`src/common/tmc_pkg.sv`:
```
/*
  Package for the second timer's control and status block: addresses,
  field positions, reset value, divider counts and the bus request struct.
  Assumes a byte-wide special-function bus with byte and bit writes.
*/
package tmc_pkg;
  // Control register address and reset value
  localparam logic [7:0] TMC_CTRL_ADDR = 8'hc8;
  localparam logic [7:0] TMC_CTRL_RESET = 8'h00;
  // Field positions inside the control register
  localparam int TMC_B_HOF = 7;
  localparam int TMC_B_LOF = 6;
  localparam int TMC_B_LIE = 5;
  localparam int TMC_B_CAP = 4;
  localparam int TMC_B_SPLIT = 3;
  localparam int TMC_B_RUN = 2;
  localparam int TMC_B_UNUSED = 1;
  localparam int TMC_B_XCLK = 0;
  // Writable bits; the unused bit is held at zero
  localparam logic [7:0] TMC_WR_MASK = 8'hfd;
  // Clock dividers: core clock by 12, external oscillator by 8
  localparam int TMC_DIV_CORE = 12;
  localparam int TMC_DIV_EXT = 8;
  // Byte roll point
  localparam logic [7:0] TMC_BYTE_MAX = 8'hff;

  // One special-function bus request
  typedef struct packed {
    logic [7:0] addr;    // Register address
    logic wr;            // Byte write strobe
    logic rd;            // Read strobe
    logic [7:0] wdata;   // Byte write data
    logic bit_wr;        // Single-bit write strobe
    logic [2:0] bit_idx; // Bit position for bit write
    logic bit_val;       // Value for bit write
  } tmc_req_t;
endpackage

```
`src/design/tmc_timer2.sv`:
```
/*
  Second timer: control register, 16-bit or split 8-bit counter with
  auto-reload, clock selection, comparator capture and interrupt request.
  Assumes the bus request and reload bytes come from logic on ref_clk, and
  that the external oscillator and comparator output are asynchronous pins.
*/
`timescale 1ns/10ps
`default_nettype none

// Behaviour
// - High byte rollover sets high overflow flag
// - High flag with irq enable requests interrupt
// - Low byte rollover always sets low flag
// - Flags cleared only by software writes
// - Low byte irq enable adds low overflow interrupt
// - Comparator rising edge copies count to capture value in 16-bit mode
// - Capture event also interrupts when enabled
// - Split bit selects 16-bit or two bytes
// - Run gates counter; split gates high only
// - Bit one reads zero, ignores writes
// - External select: core/12 or oscillator/8
// - External select covers both split bytes
// - Control register at 0xc8, bit-addressable
// - 16-bit wrap loads reload pair
// - Each split byte reloads from own byte
// - Per-byte select forces core clock
// - Interrupt enable is external enable bit
module tmc_timer2
  import tmc_pkg::*;
(
  input wire logic ref_clk,
  input wire logic rst,
  input wire logic ce,
  input wire tmc_req_t req,
  output logic [7:0] sfr_rdata,
  input wire logic [7:0] reload_high_byte,
  input wire logic [7:0] reload_low_byte,
  input wire logic high_byte_core_clock_select,
  input wire logic low_byte_core_clock_select,
  input wire logic timer_irq_enable,
  input wire logic ext_osc,
  input wire logic capture_compare_input,
  output logic [15:0] count,
  output logic capture_load,
  output logic [15:0] capture_value,
  output logic timer_irq
);

  logic [7:0] timer2_control;       // Control and status register
  logic [7:0] next_timer2_control;
  logic [7:0] next_rdata;
  logic [15:0] next_count;
  logic next_capture_load;
  logic [15:0] next_capture_value;
  logic [3:0] div12;                // Core clock prescaler
  logic [3:0] next_div12;
  logic [2:0] div8;                 // External edge prescaler
  logic [2:0] next_div8;
  logic [2:0] osc_sync;             // Three-stage synchroniser
  logic [2:0] cmp_sync;
  logic osc_stable;                 // Last agreed oscillator level
  logic cmp_stable;
  logic next_osc_stable;
  logic next_cmp_stable;
  logic osc_rise;
  logic cmp_rise;
  logic tick12;
  logic tick8;
  logic lo_tick;
  logic hi_tick;
  logic lo_ovf;                     // Low byte rolls this cycle
  logic hi_ovf;                     // High byte rolls this cycle
  logic cap_evt;
  logic ctrl_hit;

  // Field shorthands
  wire logic split = timer2_control[TMC_B_SPLIT];
  wire logic run = timer2_control[TMC_B_RUN];
  wire logic xclk = timer2_control[TMC_B_XCLK];

  // Source tick for one byte: core clock, or external choice
  function automatic logic byte_tick(input logic sys_sel, input logic t12,
                                     input logic t8, input logic xsel);
    byte_tick = sys_sel ? 1'b1 : (xsel ? t8 : t12);
  endfunction

  // Synchronisers register only; stages two and three are compared below
  always_ff @(posedge ref_clk) begin
    if (rst) begin
      osc_sync <= 3'h0;
      cmp_sync <= 3'h0;
    end else if (ce) begin
      osc_sync <= {osc_sync[1:0], ext_osc};
      cmp_sync <= {cmp_sync[1:0], capture_compare_input};
    end
  end

  // Edge qualification: a level counts once stages two and three agree
  always_comb begin
    next_osc_stable = osc_stable;
    next_cmp_stable = cmp_stable;
    if (osc_sync[1] == osc_sync[2]) begin
      next_osc_stable = osc_sync[2];
    end
    if (cmp_sync[1] == cmp_sync[2]) begin
      next_cmp_stable = cmp_sync[2];
    end
    osc_rise = next_osc_stable & ~osc_stable;
    cmp_rise = next_cmp_stable & ~cmp_stable;
  end

  // Prescalers; a tick is one core cycle wide
  always_comb begin
    tick12 = (div12 == 4'(TMC_DIV_CORE - 1));
    next_div12 = tick12 ? 4'h0 : div12 + 4'h1;
    tick8 = osc_rise && (div8 == 3'(TMC_DIV_EXT - 1));
    next_div8 = osc_rise ? div8 + 3'h1 : div8; // Wraps at eight
    lo_tick = byte_tick(low_byte_core_clock_select, tick12, tick8, xclk);
    hi_tick = byte_tick(high_byte_core_clock_select, tick12, tick8, xclk);
  end

  // Counter: one 16-bit or two 8-bit auto-reload counters
  always_comb begin
    next_count = count;
    lo_ovf = 1'b0;
    hi_ovf = 1'b0;
    if (!split) begin
      // Whole counter steps on the low byte's clock choice
      if (run && lo_tick) begin
        lo_ovf = (count[7:0] == TMC_BYTE_MAX);
        hi_ovf = (count == 16'hffff);
        if (hi_ovf) begin
          next_count = {reload_high_byte, reload_low_byte};
        end else begin
          next_count = count + 16'h0001;
        end
      end
    end else begin
      // Low byte ignores run in split mode
      if (lo_tick) begin
        lo_ovf = (count[7:0] == TMC_BYTE_MAX);
        next_count[7:0] = lo_ovf ? reload_low_byte : count[7:0] + 8'h01;
      end
      if (run && hi_tick) begin
        hi_ovf = (count[15:8] == TMC_BYTE_MAX);
        next_count[15:8] = hi_ovf ? reload_high_byte : count[15:8] + 8'h01;
      end
    end
  end

  // Capture only in 16-bit mode with capture enabled
  always_comb begin
    cap_evt = cmp_rise && timer2_control[TMC_B_CAP] && !split;
    next_capture_load = cap_evt;
    next_capture_value = cap_evt ? count : capture_value;
  end

  // Control register: byte and bit writes, then hardware sets on top
  always_comb begin
    ctrl_hit = (req.addr == TMC_CTRL_ADDR);
    next_timer2_control = timer2_control;
    if (ctrl_hit && req.wr) begin
      next_timer2_control = req.wdata & TMC_WR_MASK;
    end else if (ctrl_hit && req.bit_wr) begin
      next_timer2_control[req.bit_idx] = req.bit_val;
      next_timer2_control[TMC_B_UNUSED] = 1'b0;
    end
    // Sets applied last so an overflow is never lost to a clear
    if (hi_ovf || cap_evt) begin
      next_timer2_control[TMC_B_HOF] = 1'b1;
    end
    if (lo_ovf) begin
      next_timer2_control[TMC_B_LOF] = 1'b1;
    end
    // Read data registered; other addresses read zero
    next_rdata = sfr_rdata;
    if (req.rd) begin
      next_rdata = ctrl_hit ? timer2_control : 8'h00;
    end
  end

  // State registers, frozen while ce is low
  always_ff @(posedge ref_clk) begin
    if (rst) begin
      timer2_control <= TMC_CTRL_RESET;
      sfr_rdata <= 8'h00;
      count <= 16'h0000;
      div12 <= 4'h0;
      div8 <= 3'h0;
      osc_stable <= 1'b0;
      cmp_stable <= 1'b0;
      capture_load <= 1'b0;
      capture_value <= 16'h0000;
    end else if (ce) begin
      timer2_control <= next_timer2_control;
      sfr_rdata <= next_rdata;
      count <= next_count;
      div12 <= next_div12;
      div8 <= next_div8;
      osc_stable <= next_osc_stable;
      cmp_stable <= next_cmp_stable;
      capture_load <= next_capture_load;
      capture_value <= next_capture_value;
    end
  end

  // Level request; stays up until software clears the flag
  always_comb begin
    timer_irq = timer_irq_enable &&
                (timer2_control[TMC_B_HOF] ||
                 (timer2_control[TMC_B_LIE] && timer2_control[TMC_B_LOF]));
  end

  // Checks
  logic sw_clr_hof;
  logic sw_clr_lof;
  always_comb begin
    sw_clr_hof = ctrl_hit && ((req.wr && !req.wdata[TMC_B_HOF]) ||
                 (req.bit_wr && req.bit_idx == 3'h7 && !req.bit_val));
    sw_clr_lof = ctrl_hit && ((req.wr && !req.wdata[TMC_B_LOF]) ||
                 (req.bit_wr && req.bit_idx == 3'h6 && !req.bit_val));
  end

  a_hof_set: assert property (@(posedge ref_clk) disable iff (rst)
    ce && hi_ovf |=> timer2_control[TMC_B_HOF])
    else $error("high flag not set on overflow");
  a_irq_high: assert property (@(posedge ref_clk) disable iff (rst)
    timer_irq_enable && timer2_control[TMC_B_HOF] |-> timer_irq)
    else $error("no interrupt for high flag");
  a_lof_set: assert property (@(posedge ref_clk) disable iff (rst)
    ce && lo_ovf |=> timer2_control[TMC_B_LOF])
    else $error("low flag not set on overflow");
  a_flag_hold: assert property (@(posedge ref_clk) disable iff (rst)
    timer2_control[TMC_B_HOF] && !(ce && sw_clr_hof) |=> timer2_control[TMC_B_HOF])
    else $error("high flag cleared by hardware");
  a_irq_low: assert property (@(posedge ref_clk) disable iff (rst)
    !timer_irq_enable || (!timer2_control[TMC_B_HOF] &&
    !(timer2_control[TMC_B_LIE] && timer2_control[TMC_B_LOF])) |-> !timer_irq)
    else $error("spurious interrupt");
  a_cap_copy: assert property (@(posedge ref_clk) disable iff (rst)
    ce && cap_evt |=> capture_load && capture_value == $past(count))
    else $error("capture value wrong");
  a_cap_flag: assert property (@(posedge ref_clk) disable iff (rst)
    ce && cap_evt |=> timer2_control[TMC_B_HOF])
    else $error("capture did not set flag");
  a_unused_zero: assert property (@(posedge ref_clk) disable iff (rst)
    ce && req.rd |=> sfr_rdata[TMC_B_UNUSED] == 1'b0)
    else $error("unused bit read as one");
  a_reload_16: assert property (@(posedge ref_clk) disable iff (rst)
    ce && !split && hi_ovf |=> count == {$past(reload_high_byte), $past(reload_low_byte)})
    else $error("16-bit reload wrong");
  a_split_low: assert property (@(posedge ref_clk) disable iff (rst)
    ce && split && !run && lo_tick |=> count[15:8] == $past(count[15:8]))
    else $error("high byte ran while stopped");
  a_set_wins: assert property (@(posedge ref_clk) disable iff (rst)
    ce && lo_ovf && sw_clr_lof |=> timer2_control[TMC_B_LOF])
    else $error("clear beat overflow");

  c_wrap16: cover property (@(posedge ref_clk) disable iff (rst) ce && !split && hi_ovf);
  c_split_lo: cover property (@(posedge ref_clk) disable iff (rst) ce && split && lo_ovf);
  c_capture: cover property (@(posedge ref_clk) disable iff (rst) ce && cap_evt);
  c_race: cover property (@(posedge ref_clk) disable iff (rst) ce && hi_ovf && sw_clr_hof);
  c_split_hi: cover property (@(posedge ref_clk) disable iff (rst) ce && split && hi_ovf);

  // Low flag obeys the same hold rule as the high flag
  a_lof_hold: assert property (@(posedge ref_clk) disable iff (rst)
    timer2_control[TMC_B_LOF] && !(ce && sw_clr_lof) |=> timer2_control[TMC_B_LOF])
    else $error("low flag cleared by hardware");

  // Register shape: the unused bit never holds a one
  a_unused_reg: assert property (@(posedge ref_clk) disable iff (rst)
    timer2_control[TMC_B_UNUSED] == 1'b0)
    else $error("unused bit stored");

  // Capture is meaningless on split bytes, so it must stay silent there
  a_no_split_cap: assert property (@(posedge ref_clk) disable iff (rst)
    split |-> !cap_evt)
    else $error("capture in split mode");

  // A stopped 16-bit counter keeps its value
  a_stop_16: assert property (@(posedge ref_clk) disable iff (rst)
    ce && !split && !run |=> count == $past(count))
    else $error("counter moved while stopped");

  // Split bytes reload from their own reload byte
  a_split_lo_rl: assert property (@(posedge ref_clk) disable iff (rst)
    ce && split && lo_ovf |=> count[7:0] == $past(reload_low_byte))
    else $error("low byte reload wrong");
  a_split_hi_rl: assert property (@(posedge ref_clk) disable iff (rst)
    ce && split && hi_ovf |=> count[15:8] == $past(reload_high_byte))
    else $error("high byte reload wrong");

  // Read of the control address returns the register as it stood
  a_read_ctrl: assert property (@(posedge ref_clk) disable iff (rst)
    ce && req.rd && ctrl_hit |=> sfr_rdata == $past(timer2_control))
    else $error("control read wrong");

  // Tick choice: core clock select wins, else the external choice
  a_sys_tick: assert property (@(posedge ref_clk) disable iff (rst)
    low_byte_core_clock_select |-> lo_tick)
    else $error("core clock select ignored");
  a_ext_tick: assert property (@(posedge ref_clk) disable iff (rst)
    !low_byte_core_clock_select && xclk |-> lo_tick == tick8)
    else $error("external tick choice wrong");

endmodule
`default_nettype wire

```
`config.mk`:
```
export PLATFORM = sky130hd
export DESIGN_NAME = tmc_timer2
export DESIGN_NICKNAME = d
export VERILOG_FILES = /design/src/common/tmc_pkg.sv /design/src/design/tmc_timer2.sv
export SDC_FILE = /design/constraint.sdc
export NUM_CORES = 1
export LEC_CHECK = 0
export BUFFER_PORTS_ARGS = -buffer_cell sky130_fd_sc_hd__buf_4
export CORE_UTILIZATION = 55
export DETAILED_ROUTE_END_ITERATION = 10
export GPL_ROUTABILITY_DRIVEN = 1
export GPL_TIMING_DRIVEN = 0
export HOLD_SLACK_MARGIN = 0.06
export PLACE_DENSITY = 0.82
export SLEW_MARGIN = 0
export SYNTH_ARGS = -nofsm -noshare
export SYNTH_HDL_FRONTEND = slang
export SYNTH_SLANG_ARGS = --single-unit
```
`constraint.sdc`:
```
create_clock -name ref_clk -period 6.2 [get_ports ref_clk]
set_input_delay 0.62 -clock ref_clk [delete_from_list [all_inputs] [get_ports ref_clk]]
set_output_delay 0.62 -clock ref_clk [all_outputs]
set_load 0.03 [all_outputs]
```
# Yosys cells after proc, flatten, opt, wreduce, memory -nomap -nowiden
# Index checks and enable logic that the tools add are counted.
[totals]
regBits = 64
latch_bits = 0
ram_bits = 0
rom_bits = 0
memories = 0
[op_classes]
add_sub_neg = 5
n_mul = 0
div_mod_pow = 0
order_cmp = 2
n_eq_ne = 10
shifts = 0
n_mux = 27
n_bitwise = 4
n_reduce_logical = 25
[ops]
columns = ["cell", "count"]
rows = [
  ["8-bit 2-to-1 mux", 7],
  ["16-bit 2-to-1 mux", 3],
  ["8-bit == test, second input constant", 3],
  ["16-bit by 1-bit adder with 16-bit output, second input constant", 1],
  ["8-bit by 1-bit adder with 8-bit output, second input constant", 2],
  ["16-bit == test, second input constant", 1],
  ["1-bit 2-to-1 mux", 14],
  ["2-bit AND reduction", 6],
  ["1-bit logical AND", 10],
  ["8-bit bitwise mux", 1],
  ["3-bit AND reduction", 2],
  ["3-bit nonzero test", 2],
  ["4-bit by 1-bit adder with 4-bit output, second input constant", 1],
  ["4-bit == test, second input constant", 1],
  ["3-bit by 4-bit < comparator with 1-bit output, second input constant", 1],
  ["4-bit 2-to-1 mux", 1],
  ["2-bit by 1-bit != test with 1-bit output, second input constant", 2],
  ["2-bit nonzero test", 2],
  ["3-bit by 1-bit adder with 3-bit output, second input constant", 1],
  ["1-bit demux with 3-bit select", 1],
  ["3-bit == test, second input constant", 1],
  ["3-bit by 1-bit >= comparator with 1-bit output, second input constant", 1],
  ["1-bit bitwise AND", 2],
  ["1-bit == test", 2],
  ["other kinds (3)", 5],
]

# Longest topological paths before layout
[depth]
depth_word = 12
mapped_depth = 8
mapped_depth_nobuf = 7

# Worst setup path before layout
# No wires, ideal clock.
[synth_timing]
kind = "reg-to-reg"
from = "register count[8]"
to = "register count[7]"
t_arrival_ns = 2.225
path_slack_ns = 3.889
stages_incl_launch_ff = 8
path_buffers = 1
period_less_slack_ns = 2.311
cell_sequence = "dfxtp_1 > ha_1 > nand4_2 > nor2_2 > o21a_1 > buf_2 > mux2_2 > a211oi_1"
[synth_via]
elab_chain_cells = 4
[synth_lines]
columns = ["element", "line_no", "text"]
rows = [
  ["start: declaration", "tmc_timer2.sv:43", "output logic [15:0] count,"],
  ["start signal: assignment", "tmc_timer2.sv:197", "count <= next_count;"],
  ["16-bit == test", "tmc_timer2.sv:131", "hi_ovf = (count == 16'hffff);"],
  ["16-bit 2-to-1 mux", "tmc_timer2.sv:132", "if (hi_ovf) begin"],
  ["16-bit 2-to-1 mux", "tmc_timer2.sv:129", "if (run && lo_tick) begin"],
  ["16-bit 2-to-1 mux", "tmc_timer2.sv:127", "if (!split) begin"],
]
# No other way between the ends. The select of a mux whose other input is x is not followed.
# A chain may end at the register's enable or synchronous reset.

# Worst setup path after layout
# Same ends and word-level chain as after synthesis.

==> flow_metrics.env <==
export IMPL_outcome="completed"
export IMPL_synth_edf_count=0
export IMPL_worstMarginPinSlew_ps=649
export IMPL_cts_tree="done"
export IMPL_worstSkewPairLatency_ps=340
export IMPL_maxSlewViolCount=0
export IMPL_fp_dieW_um=78.4
export IMPL_ir_drop_uv=222
export IMPL_row_count=27
export IMPL_dpl_cell_area_sq_um=3930
export IMPL_hold_path_class="flip-flop to flip-flop"
export IMPL_antennaDiodeCount=0
export IMPL_p_total_uw=847
export IMPL_syn_inst=384
export IMPL_gp_congestion=0.838
export IMPL_cts_max_level=3
export IMPL_hold_path_depth=2
export IMPL_ioPinCount=89
export IMPL_drcViolationCount=0
export IMPL_grt_start_max_net_pins=11
export IMPL_cp_arrival_ps=2750
export IMPL_ctsResizeCount=0
export IMPL_r2r_end="count[7]$_SDFFE_PP0P_"
export IMPL_port_buffers=84
export IMPL_ys_ff_latch=62
export IMPL_syn_nets=436
export IMPL_cts_buffers=9
export IMPL_synth_warnings=0
export IMPL_reg2reg_slack_ps=3700
export IMPL_cp_end_kind="flip-flop"
export IMPL_fillers=437
export IMPL_worst_setup_path_type="flip-flop to flip-flop"
export IMPL_stdcell_area_sq_um=4150
export IMPL_leakage_uw=0.00170
export IMPL_ys_flop_type="dfxtp_1"
export IMPL_dp_hpwl_mm=6.06
export IMPL_die_area_sq_um=6150
export IMPL_finalCritPeriodShare_pct=40.3
export IMPL_initial_core_util_pct=57.6
export IMPL_routedWlPerCell_um=14.8
export IMPL_synth_top_area_cell="dfxtp_1"
export IMPL_multi_input_comb_area_sq_um=1810
export IMPL_viasPerCell=5.72
export IMPL_clock_sinks=62
export IMPL_slew_headroom_pct=56.8
export IMPL_yosysUniqueCellTypes=58
export IMPL_min_to="sfr_rdata[0]$_SDFFE_PP0P_"
export IMPL_cts_root_buf="clkbuf_8"
export IMPL_syn_avg_cell_area_sq_um=8.37
export IMPL_powerDensity_nw_per_um2=204
export IMPL_grt_pass1_wl_mm=13.4
export IMPL_hold_viol=0
export IMPL_route_antenna_remaining_nets=0
export IMPL_crit_required_ps=6450
export IMPL_cts_setup_buffers=0
export IMPL_worstHoldStart="sfr_rdata[0]$_SDFFE_PP0P_"
export IMPL_synth_top_cell_area_share_pct=38.6
export IMPL_worst_setup_path_start_kind="flip-flop"
export IMPL_grt_setup_unrepaired="no"
export IMPL_clock_fmax_ghz=0.400
export IMPL_drtIter0Drc=231
export IMPL_postRouteWirelength_mm=8.21
export IMPL_route_vias_total=3182
export IMPL_fp_coreArea_sq_um=5570
export IMPL_grt_pass1_vias=2906
export IMPL_setup_tns_ps=0
export IMPL_period_needed_ps=2500
export IMPL_final_nets=531
export IMPL_hold_ws_ps=458
export IMPL_synth_area_top_cells="dfxtp_1 (39%), mux2i_1 (9.0%), nor2_1 (5.7%)"
export IMPL_overflow=0
export IMPL_grt_usage_pct=27.8
export IMPL_cts_hold_buffers_added=0
export IMPL_ys_top_cells_by_count="dfxtp_1 (62), nor2_1 (49), nand2_1 (39), a21oi_1 (29), mux2i_1 (29)"
export IMPL_cap_viol_max_count=0
export IMPL_crit_path_max_fanout=10
export IMPL_r2r_start="count[8]$_SDFFE_PP0P_"
export IMPL_drive_gt1_share_pct=25.8
export IMPL_clkTransAtPathRegs_ps=60
export IMPL_skew_ps=4.86
export IMPL_syn_area_sq_um=3210
export IMPL_die_y_um=78.4
export IMPL_area_delta_synth_final_pct=29.1
export IMPL_dr_pass1_iters=5
export IMPL_seq_area_sq_um=1240
export IMPL_synth_most_common_cell="dfxtp_1"
export IMPL_final_util_pct=74.4
export IMPL_seq_area_frac_synth_pct=38.6
export IMPL_ys_async_sr_fraction_pct=0
export IMPL_antenna_found_initial=0
export IMPL_reg2reg_depth=7
export IMPL_setup_violations=0
export IMPL_clock_path_buffers=2
## kinds of logic (layout without fill, tap and decap cells)
| family | count (synthesis) | after routing | synth area share (%) |
|---|---|---|---|
| buf+inv | 34 | 134 | 4.95 |
| flops | 62 | 62 | 38.6 |
| mux | 31 | 31 | 9.74 |
| xor+xnor | 5 | 5 | 1.36 |
| compound gates | 96 | 96 | 20.0 |
| other cells | 1 | 1 | 0.117 |
| fa+ha+maj | 5 | 5 | 1.95 |
| simple gates | 150 | 150 | 23.2 |
## cell type report
class / count / share of cell area, %
multi-input cells: 288 / 43.7
flip-flops and latches: 62 / 29.9
repair buffers: 84 / 15.2
clock buffers: 12 / 3.50
plain buffers: 26 / 3.11
well taps: 72 / 2.17
clock inverters: 4 / 1.69
inverters: 8 / 0.724
## layout by cell type, fill, tap and decap left out, drive strengths merged, types with 2 or more instances in the layout
cell    instances
mux2            2
a211oi         14
a31oi           4
nor2           50
a221oi          2
ha              5
a21o            7
a21oi          29
buf            96
o22ai           4
a22oi           3
dfxtp          62
a311oi          2
and3            3
nor2b           5
clkbuf         26
o31ai           2
o211a           3
nand3          19
xnor2           4
mux2i          29
inv             8
nand2b          2
nor3           12
o21ai          16
nand4b          2
bufinv          2
a41oi           2
and2            4
nand2          39
clkinv          2
nand4           6
nor4            2
## sequential cells by signal (all words and copies together), names as in the netlist
register,count
capture_load,1
capture_value,16
cmp_stable,1
cmp_sync,3
count,16
div12,4
div8,3
osc_stable,1
osc_sync,3
sfr_rdata,7
timer2_control,7
## layer usage
layer,track usage (%),vias up,routed length (um)
met5,0,-,0
met4,14.8,0,172
met3,4.53,16,487
met2,45.1,127,3940
met1,35.3,1463,3620
li1,-,1576,-
## per-stage QoR
step,instances,setup slack (ps)
detailed placement,540,3730
finish,556,3700
global route,556,3570
floorplan,384,3890
global placement,540,3750
CTS,556,3720
## where the power goes
group          leakage, uW  total [uW]  switching [uW]  internal, uW
clock network     0.000110         390             153           236
registers         0.000500         403            2.04           401
logic              0.00109        55.0            28.1          26.9
total              0.00170         847             183           664
## worst max path at each step
| stage | from | end | slack, ps | cells past startpoint |
|---|---|---|---|---|
| after floorplan | count[8]$_SDFFE_PP0P_ | count[7]$_SDFFE_PP0P_ | 3890 | 7 |
| after global placement | req[16] | timer2_control[3]$_SDFFE_PP0P_ | 3750 | 7 |
| after detailed placement | count[8]$_SDFFE_PP0P_ | count[7]$_SDFFE_PP0P_ | 3730 | 7 |
| after CTS | count[8]$_SDFFE_PP0P_ | count[7]$_SDFFE_PP0P_ | 3720 | 7 |
| after global routing | count[8]$_SDFFE_PP0P_ | count[7]$_SDFFE_PP0P_ | 3570 | 7 |
| final | count[8]$_SDFFE_PP0P_ | count[7]$_SDFFE_PP0P_ | 3700 | 7 |
## critical path, stage by stage, from the launching register on
cell and delay (ps):
dfxtp_1 500, ha_1 260, nand4_2 260, nor2_2 420, o21a_1 180, buf_2 230, mux2_2 360, a211oi_1 210
Power figures use the tool's default switching activity.
